## src/design/battery_alarm_irq_cfg.svh

```systemverilog
// constants for the battery alarm comparators and dedicated interrupt pins
`ifndef BATTERY_ALARM_IRQ_CFG_SVH
`define BATTERY_ALARM_IRQ_CFG_SVH

`define OFS_IRQ_PIN_OUTPUT_CFG      7'h4C
`define OFS_COMPARATOR_POLARITY     7'h4E
`define OFS_IRQ_PIN_FUNCTION_CFG    7'h56
`define OFS_ALARM_DELAY_CONTROL     7'h58
`define OFS_COMPARATOR_SRC_REF      7'h5C

`define BIT_FIRST_POLARITY          15
`define BIT_SECOND_POLARITY         14
`define RST_POLARITY                1'h1

`define DELAY_MSB                   15
`define DELAY_LSB                   13
`define RST_DELAY                   3'h0
`define DELAY_EXP_BASE              12

`define BIT_FIRST_REF               14
`define FIRST_SRC_MSB               13
`define FIRST_SRC_LSB               12
`define BIT_SECOND_REF              11
`define SECOND_SRC_MSB              10
`define SECOND_SRC_LSB              9
`define RST_REF                     1'h0
`define RST_SRC                     2'h0

`define BIT_DATA_IRQ_CFG            4
`define BIT_PEN_IRQ_CFG             3
`define RST_PIN_CFG                 1'h1

`define BIT_FIRST_STATUS            15
`define BIT_SECOND_STATUS           14

`define FRAME_TIME_US               20.8
`define CLK_PERIOD_NS               100.0
`define FRAME_CYCLES                ($rtoi(`FRAME_TIME_US * 1000.0 / `CLK_PERIOD_NS))

`endif

```

## src/design/battery_alarm_pkg.sv

```systemverilog
// types shared by the battery alarm control files
package battery_alarm_pkg;
	typedef enum logic {
		DLY_IDLE,
		DLY_COUNTING
	} delay_state_t;
	typedef logic [1:0]  source_sel_t;
	typedef logic [15:0] reg_word_t;
endpackage : battery_alarm_pkg

```

## src/design/frame_tick_divider.sv

```systemverilog
// divider producing a one-cycle enable once per link frame
`timescale 1ns/1ps
module frame_tick_divider #(
	parameter int CYCLES = 208
) (
	input  wire logic clk,
	input  wire logic nrst,
	output logic      tick
);
	localparam int CW = $clog2(CYCLES);

	logic [CW-1:0] count_reg;
	wire           wrap = (count_reg == CW'(CYCLES - 1));

	always_ff @(posedge clk) begin
		if (!nrst) begin
			count_reg <= '0;
			tick      <= 1'b0;
		end else begin
			count_reg <= wrap ? '0 : count_reg + CW'(1);
			tick      <= wrap;
		end
	end
endmodule : frame_tick_divider

```

## src/design/comparator_channel.sv

```systemverilog
// one comparator: power decode and polarity of the alarm
`timescale 1ns/1ps
module comparator_channel
	import battery_alarm_pkg::*;
(
	input  wire logic  polarity,
	input  wire logic  ref_select,
	input  wire source_sel_t source_select,
	input  wire logic  raw_above,
	output logic       powered,
	output logic       alarm
);
	// code 00 only stays on when the reference is the external pin
	assign powered = (source_select != 2'h0) | ref_select;
	// comparator reports input above reference; polarity picks the alarm side
	assign alarm   = powered & (polarity ? raw_above : ~raw_above);
endmodule : comparator_channel

```

## src/design/battery_alarm_irq_control.sv

```systemverilog
// battery alarm comparator control, low-battery delay and dedicated irq pins
`timescale 1ns/1ps
`include "battery_alarm_irq_cfg.svh"
module battery_alarm_irq_control
	import battery_alarm_pkg::*;
#(
	parameter int FRAME_CYCLES   = `FRAME_CYCLES,
	parameter int DELAY_EXP_BASE = `DELAY_EXP_BASE,
	parameter int DELAY_CNT_W    = 20
) (
	input  wire logic        CLK,
	input  wire logic        NRST,
	input  wire logic        REG_WR,
	input  wire logic        REG_RD,
	input  wire logic [6:0]  REG_ADDR,
	input  wire reg_word_t   REG_WDATA,
	output reg_word_t        REG_RDATA,
	output logic             REG_RVALID,
	input  wire logic        DEAD_BATTERY_COMPARATOR,
	input  wire logic        LOW_BATTERY_COMPARATOR,
	input  wire logic        SLEEP,
	input  wire logic        LOW_BATTERY_IRQ_ENABLE,
	input  wire logic        AUX_DATA_READY,
	input  wire logic        PANEL_TOUCHED,
	output logic             FIRST_REFERENCE_SELECT,
	output source_sel_t      FIRST_SOURCE_SELECT,
	output logic             FIRST_POWER_DOWN,
	output logic             SECOND_REFERENCE_SELECT,
	output source_sel_t      SECOND_SOURCE_SELECT,
	output logic             SECOND_POWER_DOWN,
	output logic             DEAD_BATTERY_STATUS,
	output logic             LOW_BATTERY_STATUS_BIT,
	output logic             LOW_BATTERY_IRQ,
	output logic             DELAY_TIMER_BUSY,
	output logic             OSC_START,
	output logic             DATA_READY_IRQ_PIN,
	output logic             TOUCH_DETECT_IRQ_PIN
);
	// ---------------- register storage ----------------
	logic        first_alarm_polarity_reg;
	logic        second_alarm_polarity_reg;
	logic [2:0]  low_battery_delay_select_reg;
	logic        first_reference_select_reg;
	source_sel_t first_source_select_reg;
	logic        second_reference_select_reg;
	source_sel_t second_source_select_reg;
	logic        data_irq_output_config_reg;
	logic        pen_irq_output_config_reg;
	logic        data_irq_function_config_reg;
	logic        pen_irq_function_config_reg;

	// ---------------- address decode ----------------
	wire hit_output_cfg   = (REG_ADDR == `OFS_IRQ_PIN_OUTPUT_CFG);
	wire hit_polarity     = (REG_ADDR == `OFS_COMPARATOR_POLARITY);
	wire hit_function_cfg = (REG_ADDR == `OFS_IRQ_PIN_FUNCTION_CFG);
	wire hit_delay        = (REG_ADDR == `OFS_ALARM_DELAY_CONTROL);
	wire hit_src_ref      = (REG_ADDR == `OFS_COMPARATOR_SRC_REF);

	wire wr_output_cfg    = REG_WR & hit_output_cfg;
	wire wr_polarity      = REG_WR & hit_polarity;
	wire wr_function_cfg  = REG_WR & hit_function_cfg;
	wire wr_delay         = REG_WR & hit_delay;
	wire wr_src_ref       = REG_WR & hit_src_ref;

	// ---------------- register writes ----------------
	always_ff @(posedge CLK) begin
		if (!NRST) begin
			first_alarm_polarity_reg  <= `RST_POLARITY;
			second_alarm_polarity_reg <= `RST_POLARITY;
		end else if (wr_polarity) begin
			first_alarm_polarity_reg  <= REG_WDATA[`BIT_FIRST_POLARITY];
			second_alarm_polarity_reg <= REG_WDATA[`BIT_SECOND_POLARITY];
		end
	end

	always_ff @(posedge CLK) begin
		if (!NRST) begin
			low_battery_delay_select_reg <= `RST_DELAY;
		end else if (wr_delay) begin
			low_battery_delay_select_reg <= REG_WDATA[`DELAY_MSB:`DELAY_LSB];
		end
	end

	always_ff @(posedge CLK) begin
		if (!NRST) begin
			first_reference_select_reg  <= `RST_REF;
			first_source_select_reg     <= `RST_SRC;
			second_reference_select_reg <= `RST_REF;
			second_source_select_reg    <= `RST_SRC;
		end else if (wr_src_ref) begin
			first_reference_select_reg  <= REG_WDATA[`BIT_FIRST_REF];
			first_source_select_reg     <= REG_WDATA[`FIRST_SRC_MSB:`FIRST_SRC_LSB];
			second_reference_select_reg <= REG_WDATA[`BIT_SECOND_REF];
			second_source_select_reg    <= REG_WDATA[`SECOND_SRC_MSB:`SECOND_SRC_LSB];
		end
	end

	always_ff @(posedge CLK) begin
		if (!NRST) begin
			data_irq_output_config_reg <= `RST_PIN_CFG;
			pen_irq_output_config_reg  <= `RST_PIN_CFG;
		end else if (wr_output_cfg) begin
			data_irq_output_config_reg <= REG_WDATA[`BIT_DATA_IRQ_CFG];
			pen_irq_output_config_reg  <= REG_WDATA[`BIT_PEN_IRQ_CFG];
		end
	end

	always_ff @(posedge CLK) begin
		if (!NRST) begin
			data_irq_function_config_reg <= `RST_PIN_CFG;
			pen_irq_function_config_reg  <= `RST_PIN_CFG;
		end else if (wr_function_cfg) begin
			data_irq_function_config_reg <= REG_WDATA[`BIT_DATA_IRQ_CFG];
			pen_irq_function_config_reg  <= REG_WDATA[`BIT_PEN_IRQ_CFG];
		end
	end

	// ---------------- register reads ----------------
	// bits outside this block's fields read zero
	reg_word_t rd_output_cfg;
	reg_word_t rd_polarity;
	reg_word_t rd_function_cfg;
	reg_word_t rd_delay;
	reg_word_t rd_src_ref;
	reg_word_t rd_mux;

	always_comb begin
		rd_output_cfg                          = '0;
		rd_output_cfg[`BIT_DATA_IRQ_CFG]       = data_irq_output_config_reg;
		rd_output_cfg[`BIT_PEN_IRQ_CFG]        = pen_irq_output_config_reg;
		rd_function_cfg                        = '0;
		rd_function_cfg[`BIT_DATA_IRQ_CFG]     = data_irq_function_config_reg;
		rd_function_cfg[`BIT_PEN_IRQ_CFG]      = pen_irq_function_config_reg;
		rd_polarity                            = '0;
		rd_polarity[`BIT_FIRST_POLARITY]       = first_alarm_polarity_reg;
		rd_polarity[`BIT_SECOND_POLARITY]      = second_alarm_polarity_reg;
		rd_delay                               = '0;
		rd_delay[`DELAY_MSB:`DELAY_LSB]        = low_battery_delay_select_reg;
		rd_src_ref                             = '0;
		rd_src_ref[`BIT_FIRST_REF]             = first_reference_select_reg;
		rd_src_ref[`FIRST_SRC_MSB:`FIRST_SRC_LSB]   = first_source_select_reg;
		rd_src_ref[`BIT_SECOND_REF]            = second_reference_select_reg;
		rd_src_ref[`SECOND_SRC_MSB:`SECOND_SRC_LSB] = second_source_select_reg;
	end

	assign rd_mux = hit_output_cfg   ? rd_output_cfg   :
	                hit_polarity     ? rd_polarity     :
	                hit_function_cfg ? rd_function_cfg :
	                hit_delay        ? rd_delay        :
	                hit_src_ref      ? rd_src_ref      : '0;

	always_ff @(posedge CLK) begin
		if (!NRST) begin
			REG_RDATA  <= '0;
			REG_RVALID <= 1'b0;
		end else begin
			REG_RVALID <= REG_RD;
			if (REG_RD) begin
				REG_RDATA <= rd_mux;
			end
		end
	end

	// ---------------- comparators ----------------
	logic first_powered;
	logic first_alarm;
	logic second_powered;
	logic second_alarm;

	comparator_channel u_dead_battery (
		.polarity      (first_alarm_polarity_reg),
		.ref_select    (first_reference_select_reg),
		.source_select (first_source_select_reg),
		.raw_above     (DEAD_BATTERY_COMPARATOR),
		.powered       (first_powered),
		.alarm         (first_alarm)
	);

	comparator_channel u_low_battery (
		.polarity      (second_alarm_polarity_reg),
		.ref_select    (second_reference_select_reg),
		.source_select (second_source_select_reg),
		.raw_above     (LOW_BATTERY_COMPARATOR),
		.powered       (second_powered),
		.alarm         (second_alarm)
	);

	// ---------------- frame timebase ----------------
	logic frame_tick;

	frame_tick_divider #(
		.CYCLES (FRAME_CYCLES)
	) u_frame_tick (
		.clk  (CLK),
		.nrst (NRST),
		.tick (frame_tick)
	);

	// ---------------- low battery delay ----------------
	delay_state_t           dly_state_reg;
	delay_state_t           dly_state_next;
	logic [DELAY_CNT_W-1:0] frame_count_reg;
	logic [DELAY_CNT_W-1:0] frame_count_next;
	logic                   qualified_reg;
	logic                   qualified_next;

	wire delay_enabled = (low_battery_delay_select_reg != 3'h0);
	// frames to wait: 2^(base + code); the divider runs free so the first
	// frame may be short by up to one frame period
	wire [DELAY_CNT_W-1:0] delay_target =
		DELAY_CNT_W'(1) << (DELAY_EXP_BASE + int'(low_battery_delay_select_reg));
	wire delay_last_frame = frame_tick & (frame_count_reg == delay_target - DELAY_CNT_W'(1));

	always_comb begin
		dly_state_next   = dly_state_reg;
		frame_count_next = frame_count_reg;
		qualified_next   = qualified_reg;
		// the qualified level drops with the alarm, so a new trigger re-arms
		if (!second_alarm) begin
			qualified_next = 1'b0;
		end
		unique case (dly_state_reg)
			DLY_IDLE: begin
				// status stays untouched while counting
				if (delay_enabled && second_alarm && !qualified_reg) begin
					dly_state_next   = DLY_COUNTING;
					frame_count_next = '0;
				end
			end
			DLY_COUNTING: begin
				// further triggers are not looked at until the recheck
				if (!delay_enabled) begin
					dly_state_next = DLY_IDLE;
				end else if (delay_last_frame) begin
					dly_state_next = DLY_IDLE;
					// inactive here leaves nothing behind
					qualified_next = second_alarm;
				end else if (frame_tick) begin
					frame_count_next = frame_count_reg + DELAY_CNT_W'(1);
				end
			end
		endcase
	end

	always_ff @(posedge CLK) begin
		if (!NRST) begin
			dly_state_reg   <= DLY_IDLE;
			frame_count_reg <= '0;
			qualified_reg   <= 1'b0;
		end else begin
			dly_state_reg   <= dly_state_next;
			frame_count_reg <= frame_count_next;
			qualified_reg   <= qualified_next;
		end
	end

	// with no delay the status follows the alarm directly
	wire low_status_next = delay_enabled ? qualified_reg : second_alarm;

	// ---------------- outputs ----------------
	wire data_irq_enabled =
		~data_irq_output_config_reg & ~data_irq_function_config_reg;
	wire pen_irq_enabled =
		~pen_irq_output_config_reg & ~pen_irq_function_config_reg;

	always_ff @(posedge CLK) begin
		if (!NRST) begin
			DEAD_BATTERY_STATUS    <= 1'b0;
			LOW_BATTERY_STATUS_BIT <= 1'b0;
			LOW_BATTERY_IRQ        <= 1'b0;
			DELAY_TIMER_BUSY       <= 1'b0;
			OSC_START              <= 1'b0;
			DATA_READY_IRQ_PIN     <= 1'b0;
			TOUCH_DETECT_IRQ_PIN   <= 1'b0;
		end else begin
			DEAD_BATTERY_STATUS    <= first_alarm;
			LOW_BATTERY_STATUS_BIT <= low_status_next;
			LOW_BATTERY_IRQ        <= low_status_next & LOW_BATTERY_IRQ_ENABLE;
			DELAY_TIMER_BUSY       <= (dly_state_next == DLY_COUNTING);
			// oscillator kept running in sleep for the whole count
			OSC_START              <= SLEEP & (dly_state_next == DLY_COUNTING);
			DATA_READY_IRQ_PIN     <= data_irq_enabled & AUX_DATA_READY;
			TOUCH_DETECT_IRQ_PIN   <= pen_irq_enabled & PANEL_TOUCHED;
		end
	end

	assign FIRST_REFERENCE_SELECT  = first_reference_select_reg;
	assign FIRST_SOURCE_SELECT     = first_source_select_reg;
	assign FIRST_POWER_DOWN        = ~first_powered;
	assign SECOND_REFERENCE_SELECT = second_reference_select_reg;
	assign SECOND_SOURCE_SELECT    = second_source_select_reg;
	assign SECOND_POWER_DOWN       = ~second_powered;
endmodule : battery_alarm_irq_control

```

## config.mk

```make
export PLATFORM = sky130hd
export DESIGN_NAME = battery_alarm_irq_control
export DESIGN_NICKNAME = d
export VERILOG_FILES = /design/src/design/battery_alarm_pkg.sv /design/src/design/frame_tick_divider.sv /design/src/design/comparator_channel.sv /design/src/design/battery_alarm_irq_control.sv
export VERILOG_INCLUDE_DIRS = /design/src /design/src/design
export SDC_FILE = /design/constraint.sdc
export NUM_CORES = 1
export LEC_CHECK = 0
export ABC_AREA = 1
export BUFFER_PORTS_ARGS = -buffer_cell sky130_fd_sc_hd__buf_4
export CORE_MARGIN = 4
export CORE_UTILIZATION = 48
export DETAILED_ROUTE_END_ITERATION = 16
export PLACE_DENSITY_LB_ADDON = 0.05
export SYNTH_ARGS = -nofsm -noshare
export SYNTH_HDL_FRONTEND = slang
export SYNTH_SLANG_ARGS = --single-unit
```

## constraint.sdc

```tcl
create_clock -name CLK -period 4.1 [get_ports CLK]
set_input_delay 0.82 -clock CLK [delete_from_list [all_inputs] [get_ports CLK]]
set_output_delay 0.82 -clock CLK [all_outputs]
set_load 0.03 [all_outputs]
```

==> run summary <==
Status = finished, final reports clean
Yosys cell types = 31
Crit. End Element = output pin
Largest family of logic cells by synthesized area = simple AND/OR/NAND/NOR gates
Slew @ Worst Pin = 0.673 ns
Slew Viols, Final = 0
Area fraction of the dominant cell type after synthesis = 38.5%
Setup_tns = 0 ns
Synth Register Bits = 62
CP Class = reg2out
Post-route ant nets = 0
Worst EP arrival = 1.39 ns
Placed cell count = 599
Die height = 90.0 um
Largest register FFs = 20
Setup repair after global routing missed its margin = no
Power Dens Cells = 321 nW/um^2
Finished Layout Cells = 615
Placer Congestion = 0.868
GRT Util Overall = 20.2%
Final std cell area, no fill = 3800 um^2
Buffers inserted by post-CTS timing repair = 0
Synth Area in XOR/XNOR = 4.62%
DP HPWL = 5.69 mm
Slew HR = 55.1%
Cell Rows = 29
Port-buffer cells = 50
Leading area contributor after synthesis = dfxtp_1
Setup Viol. Count Final = 0
WP data required = 3.28 ns
Multiplexer share of the synthesized area = 0%
VDD IR max = 214 uV
Final Hold Fails = 0
Starting Density = 50.2%
Worst-path fanout max = 4
Clk_skew = 0.00915 ns
Min-Delay Path Class = reg2reg
Top cells by area, synth = dfxtp_1 38%, nand2_1 15%, nand3_1 8.2%
CTS tree = done
Initial DRC count = 160
Cells after Synth = 487
Root Driver = clkbuf_8
Area Growth Syn to Fin = 17.7%
Core ar. = 6420 um^2
# resized after CTS = 0
Leakage = 1.49 nW
Die X = 90.0 um
CTS Buf Count = 9
Period utilization = 53.9%
Met1 wire length = 3.48 mm
Clock slew at reported path FFs = 0.07 ns
Mapped Area = 3230 um^2
Clk buf depth = 2
Routed wl met2 = 3.68 mm
Peak Freq = 453 MHz
Core Util, Final = 59.1%
Sink Count = 62
Routed WL = 7.75 mm
Met3 WL = 492 um
# hold bufs at CTS = 0
Seq/Total Area, Yosys = 38.5%
WL per Instance = 12.6 um
First-pass GRT wire length = 13.5 mm
Share of cells above drive strength 1 = 14.1%
Residual DRC = 0
Nets = 569
Total number of yosys warnings = 0
Max-Cap Viols = 0
Vias per cell = 5.02
Adder-Cell Fraction of Synth Area = 1.16%
Total gr overflow = 0
Synthesized area per cell = 6.62 um^2
Compound-Gate Fraction of Synth Area = 9.12%
Critical path startpoint category = flop
CTS H-tree lvls = 3
Cell Area, Placed = 3600 um^2
Initial antenna violation count = 0
Ports = 65
Die area = 8100 um^2
Fillers = 654
Final Critical Period = 2.21 ns
Post-Synth Simple-Gate Area = 36.2%
DR top layer = met4
# diodes = 0
Drt first pass iters = 4
Vias in the first global route = 2999
Largest net degree at the start of global routing = 24
Via count = 3090
Clk Latency, worst-skew pair = 0.34 ns
[cell families after synthesis]
kind of cell               count (synthesis)
adders and majority gates                  3
buffers and inverters                     74
AOI/OAI and AO/OA                         56
and+or+nand+nor                          274
DFF                                       62
other                                      1
xor gates and xnor gates                  17
[area by class of cell]
type / count / area [um^2] / share of cell area (%)
multi-input cells: 357 / 1670 / 44.1
clock buffers: 11 / 141 / 3.72
clock inverters: 5 / 58.8 / 1.55
flip-flops and latches: 62 / 1240 / 32.7
repair buffers: 53 / 398 / 10.5
inverters: 50 / 188 / 4.94
well taps: 77 / 96.3 / 2.54
[Yosys cell counts, drive strengths merged]
cell and number:
ha 3, buf 17, conb 1, o22ai 3
nor3 9, a21oi 40, dfxtp 62, nand2 129
o21ai 9, nand3 53, clkbuf 7, xor2 8
nand3b 1, nor3b 2, o211ai 2, nand4 6
inv 48, xnor2 9, clkinv 2, o21bai 2
nor2 72, nor4 2
[metrics by stage]
step,total power [mW],setup slack [ns],hold WS (ns)
after detailed placement,0.691,1.69,0.442
after global placement,0.690,1.70,0.430
after floorplan,0.666,2.03,0.417
after global routing,1.27,1.70,0.473
after CTS,1.24,1.87,0.454
final,1.22,1.89,0.449
[layout by cell type, fill, tap and decap left out, types with 2 or more instances in the layout]
| cell type | Yosys | layout |
|---|---|---|
| clkbuf_8 | 0 | 10 |
| nor4_1 | 2 | 2 |
| clkinv_1 | 2 | 2 |
| conb_1 | 1 | 7 |
| nor3_1 | 8 | 8 |
| o211ai_1 | 2 | 2 |
| clkinvlp_4 | 0 | 2 |
| o21ai_0 | 8 | 8 |
| nand2_1 | 127 | 127 |
| buf_4 | 9 | 53 |
| nand4_1 | 6 | 6 |
| xor2_1 | 8 | 8 |
| dfxtp_1 | 62 | 62 |
| o22ai_1 | 3 | 3 |
| nor3b_1 | 2 | 2 |
| a21oi_1 | 40 | 40 |
| nand2_2 | 2 | 2 |
| nor2_2 | 2 | 2 |
| inv_1 | 47 | 47 |
| nor2_1 | 68 | 68 |
| o21bai_1 | 2 | 2 |
| xnor2_1 | 9 | 9 |
| nor2_4 | 2 | 2 |
| nand3_1 | 53 | 53 |
| ha_1 | 3 | 3 |
[worst paths after layout]
path                                                            from                              endpoint  slack [ns]  depth (start not counted)
worst max-delay path            SECOND_SOURCE_SELECT[0]$_SDFFE_PN0P_                     SECOND_POWER_DOWN        1.89                          2
worst max register to register           DELAY_TIMER_BUSY$_SDFF_PN0_      frame_count_reg[13]$_SDFFE_PN0P_        1.97                          7
worst min-delay path            u_frame_tick.count_reg[0]$_SDFF_PP0_  u_frame_tick.count_reg[0]$_SDFF_PP0_        0.45                          1
worst min register to register  u_frame_tick.count_reg[0]$_SDFF_PP0_  u_frame_tick.count_reg[0]$_SDFF_PP0_        0.45                          1
[routing by layer]
layer  global-route usage, %  vias to the layer above
met2                    34.6                       91
met4                    7.02                        0
met3                    5.43                       11
li1                        -                     1634
met1                    24.3                     1354
met5                       0                        -
[power breakdown]
part           switching [mW]  internal, mW
registers             0.00295         0.607
logic                  0.0421        0.0255
clock network           0.246         0.297
[worst max-delay path: stages (launching register included)]
cell and delay (ns):
dfxtp_1 0.35, nor3_1 0.45, buf_4 0.25
Note: power is estimated with default switching activity, not from simulation.
